$ cat config.mk
export PLATFORM = sky130hd
export DESIGN_NAME = crfc_core
export DESIGN_NICKNAME = d
export VERILOG_FILES = /design/src/logic/crfc_core.v
export VERILOG_INCLUDE_DIRS = /design/src /design/src/logic
export SDC_FILE = /design/constraint.sdc
export NUM_CORES = 1
export LEC_CHECK = 0
export ABC_CLOCK_PERIOD_IN_PS = 38600
export BUFFER_PORTS_ARGS = -buffer_cell sky130_fd_sc_hd__buf_2
export CORE_ASPECT_RATIO = 2
export CORE_MARGIN = 4
export CORE_UTILIZATION = 54
export DETAILED_ROUTE_END_ITERATION = 6
export PLACE_DENSITY = 0.73
export SLEW_MARGIN = 20
export SYNTH_ARGS = -nofsm -noshare
export SYNTH_HDL_FRONTEND = slang
export SYNTH_SLANG_ARGS = --single-unit
export TNS_END_PERCENT = 50
$ cat constraint.sdc
create_clock -name i_clk_sys -period 38.6 [get_ports i_clk_sys]
set_input_delay 7.72 -clock i_clk_sys [delete_from_list [all_inputs] [get_ports i_clk_sys]]
set_output_delay 7.72 -clock i_clk_sys [all_outputs]
set_load 0.005 [all_outputs]
$ cat src/logic/crfc_regs.vh
// Constants of the CPU register and condition flag core
`ifndef CRFC_REGS_VH
`define CRFC_REGS_VH

// ----------------------------------------------------------------
// Condition flag bit positions
// ----------------------------------------------------------------
`define CRFC_FLAG_I 7
`define CRFC_FLAG_U1 6
`define CRFC_FLAG_H 5
`define CRFC_FLAG_U0 4
`define CRFC_FLAG_N 3
`define CRFC_FLAG_Z 2
`define CRFC_FLAG_V 1
`define CRFC_FLAG_C 0
`define CRFC_FLAG_I_RESET 1'b1

// ----------------------------------------------------------------
// Register file layout
// ----------------------------------------------------------------
`define CRFC_SP_INDEX 3'h7
`define CRFC_SEL_LOW_BIT 3
`define CRFC_WORD_STEP 16'h0002

// ----------------------------------------------------------------
// Timing
// ----------------------------------------------------------------
`define CRFC_SYS_NS 10
`define CRFC_STATE_NS 100
`define CRFC_ALU_NS 200
`define CRFC_MULDIV_NS 1400

// ----------------------------------------------------------------
// Operation codes
// ----------------------------------------------------------------
`define CRFC_OP_MOV 5'h00
`define CRFC_OP_ADD 5'h01
`define CRFC_OP_SUB 5'h02
`define CRFC_OP_CMP 5'h03
`define CRFC_OP_NEG 5'h04
`define CRFC_OP_AND 5'h05
`define CRFC_OP_OR 5'h06
`define CRFC_OP_XOR 5'h07
`define CRFC_OP_SHL 5'h08
`define CRFC_OP_SHR 5'h09
`define CRFC_OP_ADRINC 5'h0A
`define CRFC_OP_ADRDEC 5'h0B
`define CRFC_OP_DAA 5'h0C
`define CRFC_OP_DAS 5'h0D
`define CRFC_OP_MUL 5'h0E
`define CRFC_OP_DIV 5'h0F
`define CRFC_OP_BLD 5'h10
`define CRFC_OP_BST 5'h11
`define CRFC_OP_BAND 5'h12
`define CRFC_OP_BOR 5'h13
`define CRFC_OP_BXOR 5'h14
`define CRFC_OP_BSET 5'h15
`define CRFC_OP_BCLR 5'h16
`define CRFC_OP_BNOT 5'h17
`define CRFC_OP_FLOAD 5'h18
`define CRFC_OP_FSTORE 5'h19
`define CRFC_OP_FAND 5'h1A
`define CRFC_OP_FOR 5'h1B
`define CRFC_OP_FXOR 5'h1C

`endif

$ cat src/logic/crfc_core.v
// CPU general registers, program counter and condition flags
`timescale 1ns/1ps
`include "crfc_regs.vh"
// Summary of operation
// - Eight 16-bit registers; bytes of each separately readable and writable.
// - Register seven is the stack pointer, used implicitly by hardware.
// - Program counter is 16 bits; its lowest bit always reads zero.
// - Flag bit 7 masks interrupts; set by reset and interrupt entry.
// - Flag bits 6 and 4 are plain software-owned bits.
// - Half-carry records carry out of bit 3 (byte) or 11 (word).
// - Decimal adjust fixes packed BCD bytes using half-carry.
// - Negative flag copies result sign bit.
// - Zero flag set on zero result, cleared otherwise.
// - Overflow flag set on arithmetic overflow, cleared otherwise.
// - Carry: add/sub carry, shifted-out bit, bit accumulator.
// - Flags load, store, AND/OR/XOR immediate; branches test N Z V C.
// - Reset loads program counter from vector, sets mask, nothing else.
// - Word addresses and branch targets have their lowest bit forced zero.
// - Stack is word wide; flags pushed twice, pop keeps upper byte.
// - Bit operations act on one selected bit 0..7 of a byte.
// - All arithmetic and logic except address step accept bytes.
// - Word move/add/sub/compare, address step, multiply, divide use words.
// - Unified 64 kbyte space addressed by 16-bit addresses.
// - Add/sub take two states, multiply/divide fourteen, at 100 ns.
module crfc_core (
	// Clock and reset
	input wire i_clk_sys,
	input wire i_resetn,
	input wire [15:0] i_reset_vector,
	// Operation request
	input wire i_op_valid,
	input wire [4:0] i_op_code,
	input wire i_op_word,
	input wire [3:0] i_op_dst,
	input wire [3:0] i_op_src,
	input wire i_op_use_imm,
	input wire [15:0] i_op_imm,
	input wire [2:0] i_op_bit,
	output wire o_op_ready,
	output reg o_op_done,
	// Register read port
	input wire [2:0] i_rd_sel,
	output reg [15:0] o_rd_word,
	// Program counter
	input wire i_pc_advance,
	input wire i_pc_load,
	input wire [15:0] i_pc_target,
	output reg [15:0] o_program_counter,
	// Flags and branch condition
	input wire [3:0] i_cond,
	output reg o_cond_true,
	output reg [7:0] o_condition_flags,
	// Interrupt entry
	input wire i_int_entry,
	// Stack
	input wire i_push_flags,
	input wire i_pop_flags,
	input wire [15:0] i_stack_rdata,
	output reg [15:0] o_stack_ptr,
	output reg o_stack_we,
	output reg [15:0] o_stack_addr,
	output reg [15:0] o_stack_wdata,
	// Data address
	input wire [15:0] i_ea,
	input wire i_ea_word,
	output reg [15:0] o_mem_addr
);

	// ----------------------------------------------------------------
	// Timing
	// ----------------------------------------------------------------
	localparam integer CYC_PER_STATE = `CRFC_STATE_NS / `CRFC_SYS_NS;
	localparam integer ALU_STATES = `CRFC_ALU_NS / `CRFC_STATE_NS;
	localparam integer MD_STATES = `CRFC_MULDIV_NS / `CRFC_STATE_NS;
	localparam integer DIV_LAST = CYC_PER_STATE - 1;

	// ----------------------------------------------------------------
	// State
	// ----------------------------------------------------------------
	// General registers carry no reset: software must set them up
	reg [15:0] regs [0:7];
	reg busy;
	reg [3:0] div_cnt;
	reg [3:0] st_left;
	reg [4:0] op_code;
	reg op_word;
	reg [3:0] op_dst;
	reg [3:0] op_src;
	reg op_use_imm;
	reg [15:0] op_imm;
	reg [2:0] op_bit;

	wire state_tick;
	wire side_ok;
	wire [15:0] sp;
	wire [15:0] dst_w;
	wire [15:0] src_w;
	wire [7:0] dst_b;
	wire [7:0] src_b;
	wire [15:0] a16;
	wire [15:0] b16;
	wire [7:0] condition_flags;

	assign o_op_ready = ~busy;
	assign state_tick = busy & (div_cnt == DIV_LAST[3:0]);
	// Side-band writers of flags and SP act only while the execute unit is idle; while busy they are ignored
	assign side_ok = ~busy;
	assign sp = regs[`CRFC_SP_INDEX];
	assign condition_flags = o_condition_flags;
	assign dst_w = regs[op_dst[2:0]];
	assign src_w = regs[op_src[2:0]];
	assign dst_b = op_dst[`CRFC_SEL_LOW_BIT] ? dst_w[7:0] : dst_w[15:8];
	assign src_b = op_src[`CRFC_SEL_LOW_BIT] ? src_w[7:0] : src_w[15:8];
	assign a16 = op_word ? dst_w : {8'h00, dst_b};
	assign b16 = op_use_imm ? (op_word ? op_imm : {8'h00, op_imm[7:0]}) :
		(op_word ? src_w : {8'h00, src_b});

	// ----------------------------------------------------------------
	// Execute datapath
	// ----------------------------------------------------------------
	reg [15:0] x;
	reg [15:0] y;
	reg [16:0] sum;
	reg [16:0] dif;
	reg [4:0] hs4;
	reg [12:0] hs12;
	reg [15:0] res;
	reg [15:0] quot;
	reg [15:0] remd;
	reg [7:0] nccr;
	reg wr_en;
	reg wr_word;
	reg set_nz;
	reg rmsb;
	reg xmsb;
	reg ymsb;
	reg bitv;
	reg lo_adj;
	reg hi_adj;

	always @*
	begin
		x = a16;
		y = b16;
		if (op_code == `CRFC_OP_NEG)
		begin
			x = 16'h0000;
			y = a16;
		end
		sum = {1'b0, x} + {1'b0, y};
		dif = {1'b0, x} - {1'b0, y};
		hs4 = 5'h00;
		hs12 = 13'h0000;
		res = a16;
		nccr = condition_flags;
		wr_en = 1'b0;
		wr_word = op_word;
		set_nz = 1'b0;
		rmsb = 1'b0;
		xmsb = op_word ? x[15] : x[7];
		ymsb = op_word ? y[15] : y[7];
		bitv = dst_b[op_bit];
		lo_adj = 1'b0;
		hi_adj = 1'b0;
		quot = 16'h0000;
		remd = 16'h0000;
		case (op_code)
		`CRFC_OP_MOV:
		begin
			res = b16;
			wr_en = 1'b1;
			set_nz = 1'b1;
			nccr[`CRFC_FLAG_V] = 1'b0;
		end
		`CRFC_OP_ADD:
		begin
			res = sum[15:0];
			wr_en = 1'b1;
			set_nz = 1'b1;
			hs4 = {1'b0, x[3:0]} + {1'b0, y[3:0]};
			hs12 = {1'b0, x[11:0]} + {1'b0, y[11:0]};
			nccr[`CRFC_FLAG_H] = op_word ? hs12[12] : hs4[4];
			nccr[`CRFC_FLAG_C] = op_word ? sum[16] : sum[8];
			rmsb = op_word ? sum[15] : sum[7];
			nccr[`CRFC_FLAG_V] = (xmsb == ymsb) & (rmsb != xmsb);
		end
		`CRFC_OP_SUB, `CRFC_OP_CMP, `CRFC_OP_NEG:
		begin
			res = dif[15:0];
			wr_en = (op_code != `CRFC_OP_CMP);
			set_nz = 1'b1;
			nccr[`CRFC_FLAG_H] = op_word ? (x[11:0] < y[11:0]) :
				(x[3:0] < y[3:0]);
			nccr[`CRFC_FLAG_C] = (x < y);
			rmsb = op_word ? dif[15] : dif[7];
			nccr[`CRFC_FLAG_V] = (xmsb != ymsb) & (rmsb != xmsb);
		end
		`CRFC_OP_AND, `CRFC_OP_OR, `CRFC_OP_XOR:
		begin
			res = (op_code == `CRFC_OP_AND) ? (a16 & b16) :
				(op_code == `CRFC_OP_OR) ? (a16 | b16) : (a16 ^ b16);
			wr_en = 1'b1;
			set_nz = 1'b1;
			nccr[`CRFC_FLAG_V] = 1'b0;
		end
		`CRFC_OP_SHL:
		begin
			res = {a16[14:0], 1'b0};
			wr_en = 1'b1;
			set_nz = 1'b1;
			nccr[`CRFC_FLAG_C] = op_word ? a16[15] : a16[7];
			nccr[`CRFC_FLAG_V] = 1'b0;
		end
		`CRFC_OP_SHR:
		begin
			res = {1'b0, a16[15:1]};
			wr_en = 1'b1;
			set_nz = 1'b1;
			nccr[`CRFC_FLAG_C] = a16[0];
			nccr[`CRFC_FLAG_V] = 1'b0;
		end
		`CRFC_OP_ADRINC, `CRFC_OP_ADRDEC:
		begin
			// Address step is word only and leaves every flag alone
			res = (op_code == `CRFC_OP_ADRINC) ?
				dst_w + (op_imm[1] ? 16'h0002 : 16'h0001) :
				dst_w - (op_imm[1] ? 16'h0002 : 16'h0001);
			wr_en = 1'b1;
			wr_word = 1'b1;
		end
		`CRFC_OP_DAA:
		begin
			lo_adj = condition_flags[`CRFC_FLAG_H] | (dst_b[3:0] > 4'h9);
			hi_adj = condition_flags[`CRFC_FLAG_C] | (dst_b > 8'h99);
			res = {8'h00, dst_b + (hi_adj ? 8'h60 : 8'h00) +
				(lo_adj ? 8'h06 : 8'h00)};
			wr_en = 1'b1;
			wr_word = 1'b0;
			set_nz = 1'b1;
			nccr[`CRFC_FLAG_C] = hi_adj;
		end
		`CRFC_OP_DAS:
		begin
			res = {8'h00, dst_b - (condition_flags[`CRFC_FLAG_C] ? 8'h60 : 8'h00) -
				(condition_flags[`CRFC_FLAG_H] ? 8'h06 : 8'h00)};
			wr_en = 1'b1;
			wr_word = 1'b0;
			set_nz = 1'b1;
		end
		`CRFC_OP_MUL:
		begin
			res = {8'h00, dst_w[7:0]} * {8'h00, b16[7:0]};
			wr_en = 1'b1;
			wr_word = 1'b1;
		end
		`CRFC_OP_DIV:
		begin
			// Divide by zero leaves the destination as it was
			if (b16[7:0] != 8'h00)
			begin
				quot = dst_w / {8'h00, b16[7:0]};
				remd = dst_w % {8'h00, b16[7:0]};
				res = {remd[7:0], quot[7:0]};
				wr_en = 1'b1;
			end
			wr_word = 1'b1;
			nccr[`CRFC_FLAG_N] = b16[7];
			nccr[`CRFC_FLAG_Z] = (b16[7:0] == 8'h00);
		end
		`CRFC_OP_BLD, `CRFC_OP_BAND, `CRFC_OP_BOR, `CRFC_OP_BXOR:
		begin
			// Carry acts as a one-bit accumulator
			case (op_code)
			`CRFC_OP_BLD: nccr[`CRFC_FLAG_C] = bitv;
			`CRFC_OP_BAND: nccr[`CRFC_FLAG_C] = condition_flags[`CRFC_FLAG_C] & bitv;
			`CRFC_OP_BOR: nccr[`CRFC_FLAG_C] = condition_flags[`CRFC_FLAG_C] | bitv;
			default: nccr[`CRFC_FLAG_C] = condition_flags[`CRFC_FLAG_C] ^ bitv;
			endcase
		end
		`CRFC_OP_BST, `CRFC_OP_BSET, `CRFC_OP_BCLR, `CRFC_OP_BNOT:
		begin
			res = {8'h00, dst_b};
			res[op_bit] = (op_code == `CRFC_OP_BST) ? condition_flags[`CRFC_FLAG_C] :
				(op_code == `CRFC_OP_BSET) ? 1'b1 :
				(op_code == `CRFC_OP_BCLR) ? 1'b0 : ~bitv;
			wr_en = 1'b1;
			wr_word = 1'b0;
		end
		`CRFC_OP_FLOAD: nccr = b16[7:0];
		`CRFC_OP_FSTORE:
		begin
			res = {8'h00, condition_flags};
			wr_en = 1'b1;
			wr_word = 1'b0;
		end
		`CRFC_OP_FAND: nccr = condition_flags & op_imm[7:0];
		`CRFC_OP_FOR: nccr = condition_flags | op_imm[7:0];
		`CRFC_OP_FXOR: nccr = condition_flags ^ op_imm[7:0];
		default: nccr = condition_flags;
		endcase
		if (set_nz)
		begin
			nccr[`CRFC_FLAG_N] = wr_word ? res[15] : res[7];
			nccr[`CRFC_FLAG_Z] = wr_word ? (res == 16'h0000) :
				(res[7:0] == 8'h00);
		end
	end

	// ----------------------------------------------------------------
	// Sequencing, register file and flags
	// ----------------------------------------------------------------
	always @(posedge i_clk_sys)
	begin
		o_op_done <= 1'b0;
		o_stack_we <= 1'b0;
		if (!i_resetn)
		begin
			busy <= 1'b0;
			div_cnt <= 4'h0;
			st_left <= 4'h0;
			op_code <= `CRFC_OP_MOV;
			op_word <= 1'b0;
			op_dst <= 4'h0;
			op_src <= 4'h0;
			op_use_imm <= 1'b0;
			op_imm <= 16'h0000;
			op_bit <= 3'h0;
			o_stack_addr <= 16'h0000;
			o_stack_wdata <= 16'h0000;
			o_condition_flags[`CRFC_FLAG_I] <= `CRFC_FLAG_I_RESET;
		end
		else
		begin
			if (i_op_valid && !busy)
			begin
				busy <= 1'b1;
				div_cnt <= 4'h0;
				st_left <= (i_op_code == `CRFC_OP_MUL ||
					i_op_code == `CRFC_OP_DIV) ? MD_STATES[3:0] :
					ALU_STATES[3:0];
				op_code <= i_op_code;
				op_word <= i_op_word;
				op_dst <= i_op_dst;
				op_src <= i_op_src;
				op_use_imm <= i_op_use_imm;
				op_imm <= i_op_imm;
				op_bit <= i_op_bit;
			end
			else if (busy)
			begin
				div_cnt <= state_tick ? 4'h0 : div_cnt + 4'h1;
				if (state_tick)
					st_left <= st_left - 4'h1;
				if (state_tick && st_left == 4'h1)
				begin
					busy <= 1'b0;
					o_op_done <= 1'b1;
					o_condition_flags <= nccr;
					if (wr_en && wr_word)
						regs[op_dst[2:0]] <= res;
					else if (wr_en && op_dst[`CRFC_SEL_LOW_BIT])
						regs[op_dst[2:0]][7:0] <= res[7:0];
					else if (wr_en)
						regs[op_dst[2:0]][15:8] <= res[7:0];
				end
			end
			if (side_ok && i_push_flags)
			begin
				regs[`CRFC_SP_INDEX] <= sp - `CRFC_WORD_STEP;
				o_stack_addr <= {sp[15:1] - 15'h0001, 1'b0};
				o_stack_wdata <= {condition_flags, condition_flags};
				o_stack_we <= 1'b1;
			end
			else if (side_ok && i_pop_flags)
			begin
				regs[`CRFC_SP_INDEX] <= sp + `CRFC_WORD_STEP;
				o_condition_flags <= i_stack_rdata[15:8];
			end
			// Interrupt entry masks even over a same-cycle flag pop; while an operation is busy it is ignored
			if (side_ok && i_int_entry)
				o_condition_flags[`CRFC_FLAG_I] <= 1'b1;
		end
	end

	// ----------------------------------------------------------------
	// Program counter, addresses and read port
	// ----------------------------------------------------------------
	always @(posedge i_clk_sys)
	begin
		if (!i_resetn)
		begin
			o_program_counter <= {i_reset_vector[15:1], 1'b0};
			o_cond_true <= 1'b0;
			o_mem_addr <= 16'h0000;
			o_rd_word <= 16'h0000;
			o_stack_ptr <= 16'h0000;
		end
		else
		begin
			if (i_pc_load)
				o_program_counter <= {i_pc_target[15:1], 1'b0};
			else if (i_pc_advance)
				o_program_counter <= {o_program_counter[15:1] + 15'h0001,
					1'b0};
			o_mem_addr <= i_ea_word ? {i_ea[15:1], 1'b0} : i_ea;
			o_rd_word <= regs[i_rd_sel];
			o_stack_ptr <= {sp[15:1], 1'b0};
			case (i_cond)
			4'h0: o_cond_true <= 1'b1;
			4'h1: o_cond_true <= 1'b0;
			4'h2: o_cond_true <= ~(condition_flags[`CRFC_FLAG_C] | condition_flags[`CRFC_FLAG_Z]);
			4'h3: o_cond_true <= condition_flags[`CRFC_FLAG_C] | condition_flags[`CRFC_FLAG_Z];
			4'h4: o_cond_true <= ~condition_flags[`CRFC_FLAG_C];
			4'h5: o_cond_true <= condition_flags[`CRFC_FLAG_C];
			4'h6: o_cond_true <= ~condition_flags[`CRFC_FLAG_Z];
			4'h7: o_cond_true <= condition_flags[`CRFC_FLAG_Z];
			4'h8: o_cond_true <= ~condition_flags[`CRFC_FLAG_V];
			4'h9: o_cond_true <= condition_flags[`CRFC_FLAG_V];
			4'hA: o_cond_true <= ~condition_flags[`CRFC_FLAG_N];
			4'hB: o_cond_true <= condition_flags[`CRFC_FLAG_N];
			4'hC: o_cond_true <= ~(condition_flags[`CRFC_FLAG_N] ^ condition_flags[`CRFC_FLAG_V]);
			4'hD: o_cond_true <= condition_flags[`CRFC_FLAG_N] ^ condition_flags[`CRFC_FLAG_V];
			4'hE: o_cond_true <= ~(condition_flags[`CRFC_FLAG_Z] |
				(condition_flags[`CRFC_FLAG_N] ^ condition_flags[`CRFC_FLAG_V]));
			default: o_cond_true <= condition_flags[`CRFC_FLAG_Z] |
				(condition_flags[`CRFC_FLAG_N] ^ condition_flags[`CRFC_FLAG_V]);
			endcase
		end
	end

endmodule // crfc_core

==> impl_metrics.csv <==
group,metric,value,unit
setup_path,endpoint_kind,"register",
grt,use_met1,36.8,%
floorplan,fp.dieArea,53600,um2
floorplan,die_y,323,um
timing,fmax,0.0276,GHz
synth,synth_compound_area_share,20.7,%
synth,synth_top_area_cell,"edfxtp_1",
clocking,clk_pin_slew_worst_paths,0.07,ns
floorplan,fp.coreArea,49200,um2
floorplan,initial_core_util,54.6,%
status,outcome,"finished clean",
synth,synth.most_common_cell,"nand2_1",
detailed_routing,drc,0,
timing,maxSlewHeadroom,16.9,%
synth,synth_top_family_by_area,"compound AO/OA/AOI/OAI gates",
grt,overflow,0,
layout,final_cells,3901,
synth,ys_top_cells_by_count,"328 x nand2_1, 292 x nor2_1, 258 x ha_1",
floorplan,ios,222,
detailed_routing,wl_per_cell,26.6,um
synth,yosysSeqAreaShare,25.9,%
setup_path,cp.arrival,36.49,ns
detailed_routing,antenna_left,0,
grt,busiest_layer,"met2",
timing,fin_skew,0.0348,ns
timing,slew_violations,0,
hold_path,hold_depth,2,
synth,synth_edf_count,150,
synth,synth.distinct_cells,97,
layout,fin_area,29400,um2
timing,setup_violations,0,
synth,yosys_warnings,0,
grt,grtUsageTotal,37.3,%
floorplan,die_x,166,um
synth,synthMuxAreaShare,12.8,%
layout,fill_cells,4339,
layout,drive_gt1_share,16.9,%
placed_design,dpl_cell_area,28500,um2
placed_design,place_congestion,1.10,
grt,use_met3,5.28,%
detailed_routing,via_per_inst,6.69,
hold_path,whs_endpoint,"o_stack_addr[7]",
detailed_routing,num_vias,26100,
synth,ys_ff_latch,273,
synth,async_reset_ff_share,0,%
synth,yosys.area_share.simple,15.9,%
setup_path,r2r_slack,2.40,ns
synth,synth-main-ff-cell,"edfxtp_1",
synth,netlist_top_cells_area,"edfxtp_1 17%, ha_1 12%, dfxtp_1 9.2%",
synth,netlist.area_leader.share,16.8,%
synth,postSynthAreaPerCell,8.68,um2
clocking,cts_tree,"done",
detailed_routing,drt_iter0_markers,2480,
grt,grt_max_degree,62,
grt,first_global_vias,26500,
synth,synthAdderAreaFrac,15.1,%
setup_path,required,38.89,ns
clocking,cts_num_sinks,273,
clocking,htreeDepth,1,
placed_design,dp_hpwl,81000,um
timing,fin_setup_tns,0,ns
placed_design,dp_cells,3853,
clocking,insertion_delay,0.57,ns
synth,synth-xor-area-share,3.94,%
grt,antenna_found_initial,6,
setup_path,cp_max_fo,15,
floorplan,rows,115,
timing,fin_crit_sh,93.8,%
clocking,clk_path_buf_depth,3,
setup_path,cp-start-kind,"register",
timing,tightest_slew,1.22,ns
grt,grt_pass1_wl,154000,um
synth,synthesis.area,26900,um2
setup_path,rr_worst_depth,166,
detailed_routing,dr.pass1.iters,6,
clocking,hold_buffers,0,
grt,grt_use_met2,66.3,%
layout,area_delta_synth_final,9.33,%
timing,finalWorstSetupSlack,2.40,ns
layout,finalNetCount,3651,
flow_run,maxCapViolCount,0,
setup_path,r2r-end,"regs[2][8]",
hold_path,hp-start,"o_stack_addr[7]",
clocking,ctsRootBufferMaster,"clkbuf_16",
setup_path,cp_common_cell,"o21a_1",
setup_path,slowest_stage,"or3b_2",
hold_path,min_path_type,"register to register",
timing,final_hold_viol_count,0,
synth,synth_cells,3095,
placed_design,place_ws,0.426,ns
timing,period_minus_slack,36.20,ns
detailed_routing,routed_wl,104000,um
setup_path,crit_type,"register to register",
clocking,cts_buffers,22,
setup_path,critPathMaxStageDelay,0.47,ns
placed_design,port_buffers,208,
[worst max-delay path, delay by kind of cell (launching register included)]
family	cells	cell delay, ns
buf+inv	7	1.47
fa+ha+maj	15	4.59
compound gates	99	18.74
mux	5	1.41
simple gates	40	9.14
flops	1	0.45
[final cells by class]
class	instances	area [um2]	share of cell area, %
clock buffers	27	589	2.01
well taps	643	805	2.74
clock inverters	12	91.3	0.311
diodes	5	12.5	0.0426
multi-input cells	2467	18600	63.2
flip-flops and latches	273	6980	23.7
repair buffers	286	1650	5.60
inverters	188	706	2.40
[routing by layer]
metal / wire (um) / up-vias / part of all wire (%)
met5: 13 / - / 0.013
met4: 12500 / 2 / 12
met3: 7430 / 527 / 7.1
met2: 51200 / 1477 / 49
met1: 32700 / 12500 / 32
li1: - / 11600 / -
[cell usage in the layout, fill, tap and decap left out, drive strengths merged, types with 50 or more instances in the layout]
master / count
mux2i: 94
mux2: 67
o21a: 51
mux4: 77
inv: 187
and2: 52
edfxtp: 150
nor3: 90
dfxtp: 123
nand2: 328
ha: 258
a21o: 50
buf: 286
a21oi: 234
xnor2: 81
o21ai: 200
nor2: 293
[sequential cells by signal, indices dropped and copies added (netlist names), 5 cells and up, named ones only]
register / flops
o_condition_flags: 8
o_mem_addr: 16
o_program_counter: 15
o_rd_word: 16
o_stack_addr: 15
o_stack_ptr: 15
o_stack_wdata: 8
op_code: 5
op_imm: 16
regs: 128
[metrics by stage]
step	util (%)	hold slack (ns)
after floorplan	-	0.431
after global placement	58.0	0.434
after detailed placement	58.0	0.435
after CTS	59.4	0.453
after global routing	59.7	0.480
final	59.7	0.454
[worst max-delay path by stage]
stage	to	cells past startpoint	start	slack, ns
CTS	o_condition_flags[2]	162	register	0.28
detailed placement	o_condition_flags[2]	162	register	0.43
global route	regs[2][15]	166	register	-0.006
floorplan	regs[0][8]	168	register	5.69
finish	regs[2][8]	166	register	2.40
global placement	regs[2][10]	164	register	1.45
[cells by family after synthesis]
logic type | Yosys count
AO/OA/AOI/OAI | 857
flip-flops | 273
XOR/XNOR | 121
multiplexers | 238
adder cells (fa/ha/maj) | 299
other | 1
AND/OR/NAND/NOR | 949
buffers and inverters | 357
[what timing repair did]
| item | in CTS | in global routing |
|---|---|---|
| setup buffers | 0 | 4 |
| resized for setup | 0 | 29 |
| endpoints found under the setup margin | 0 | 74 |
Power is not shown: default switching activity piles up to over one toggle a cycle in this logic, so the estimate is an artifact.
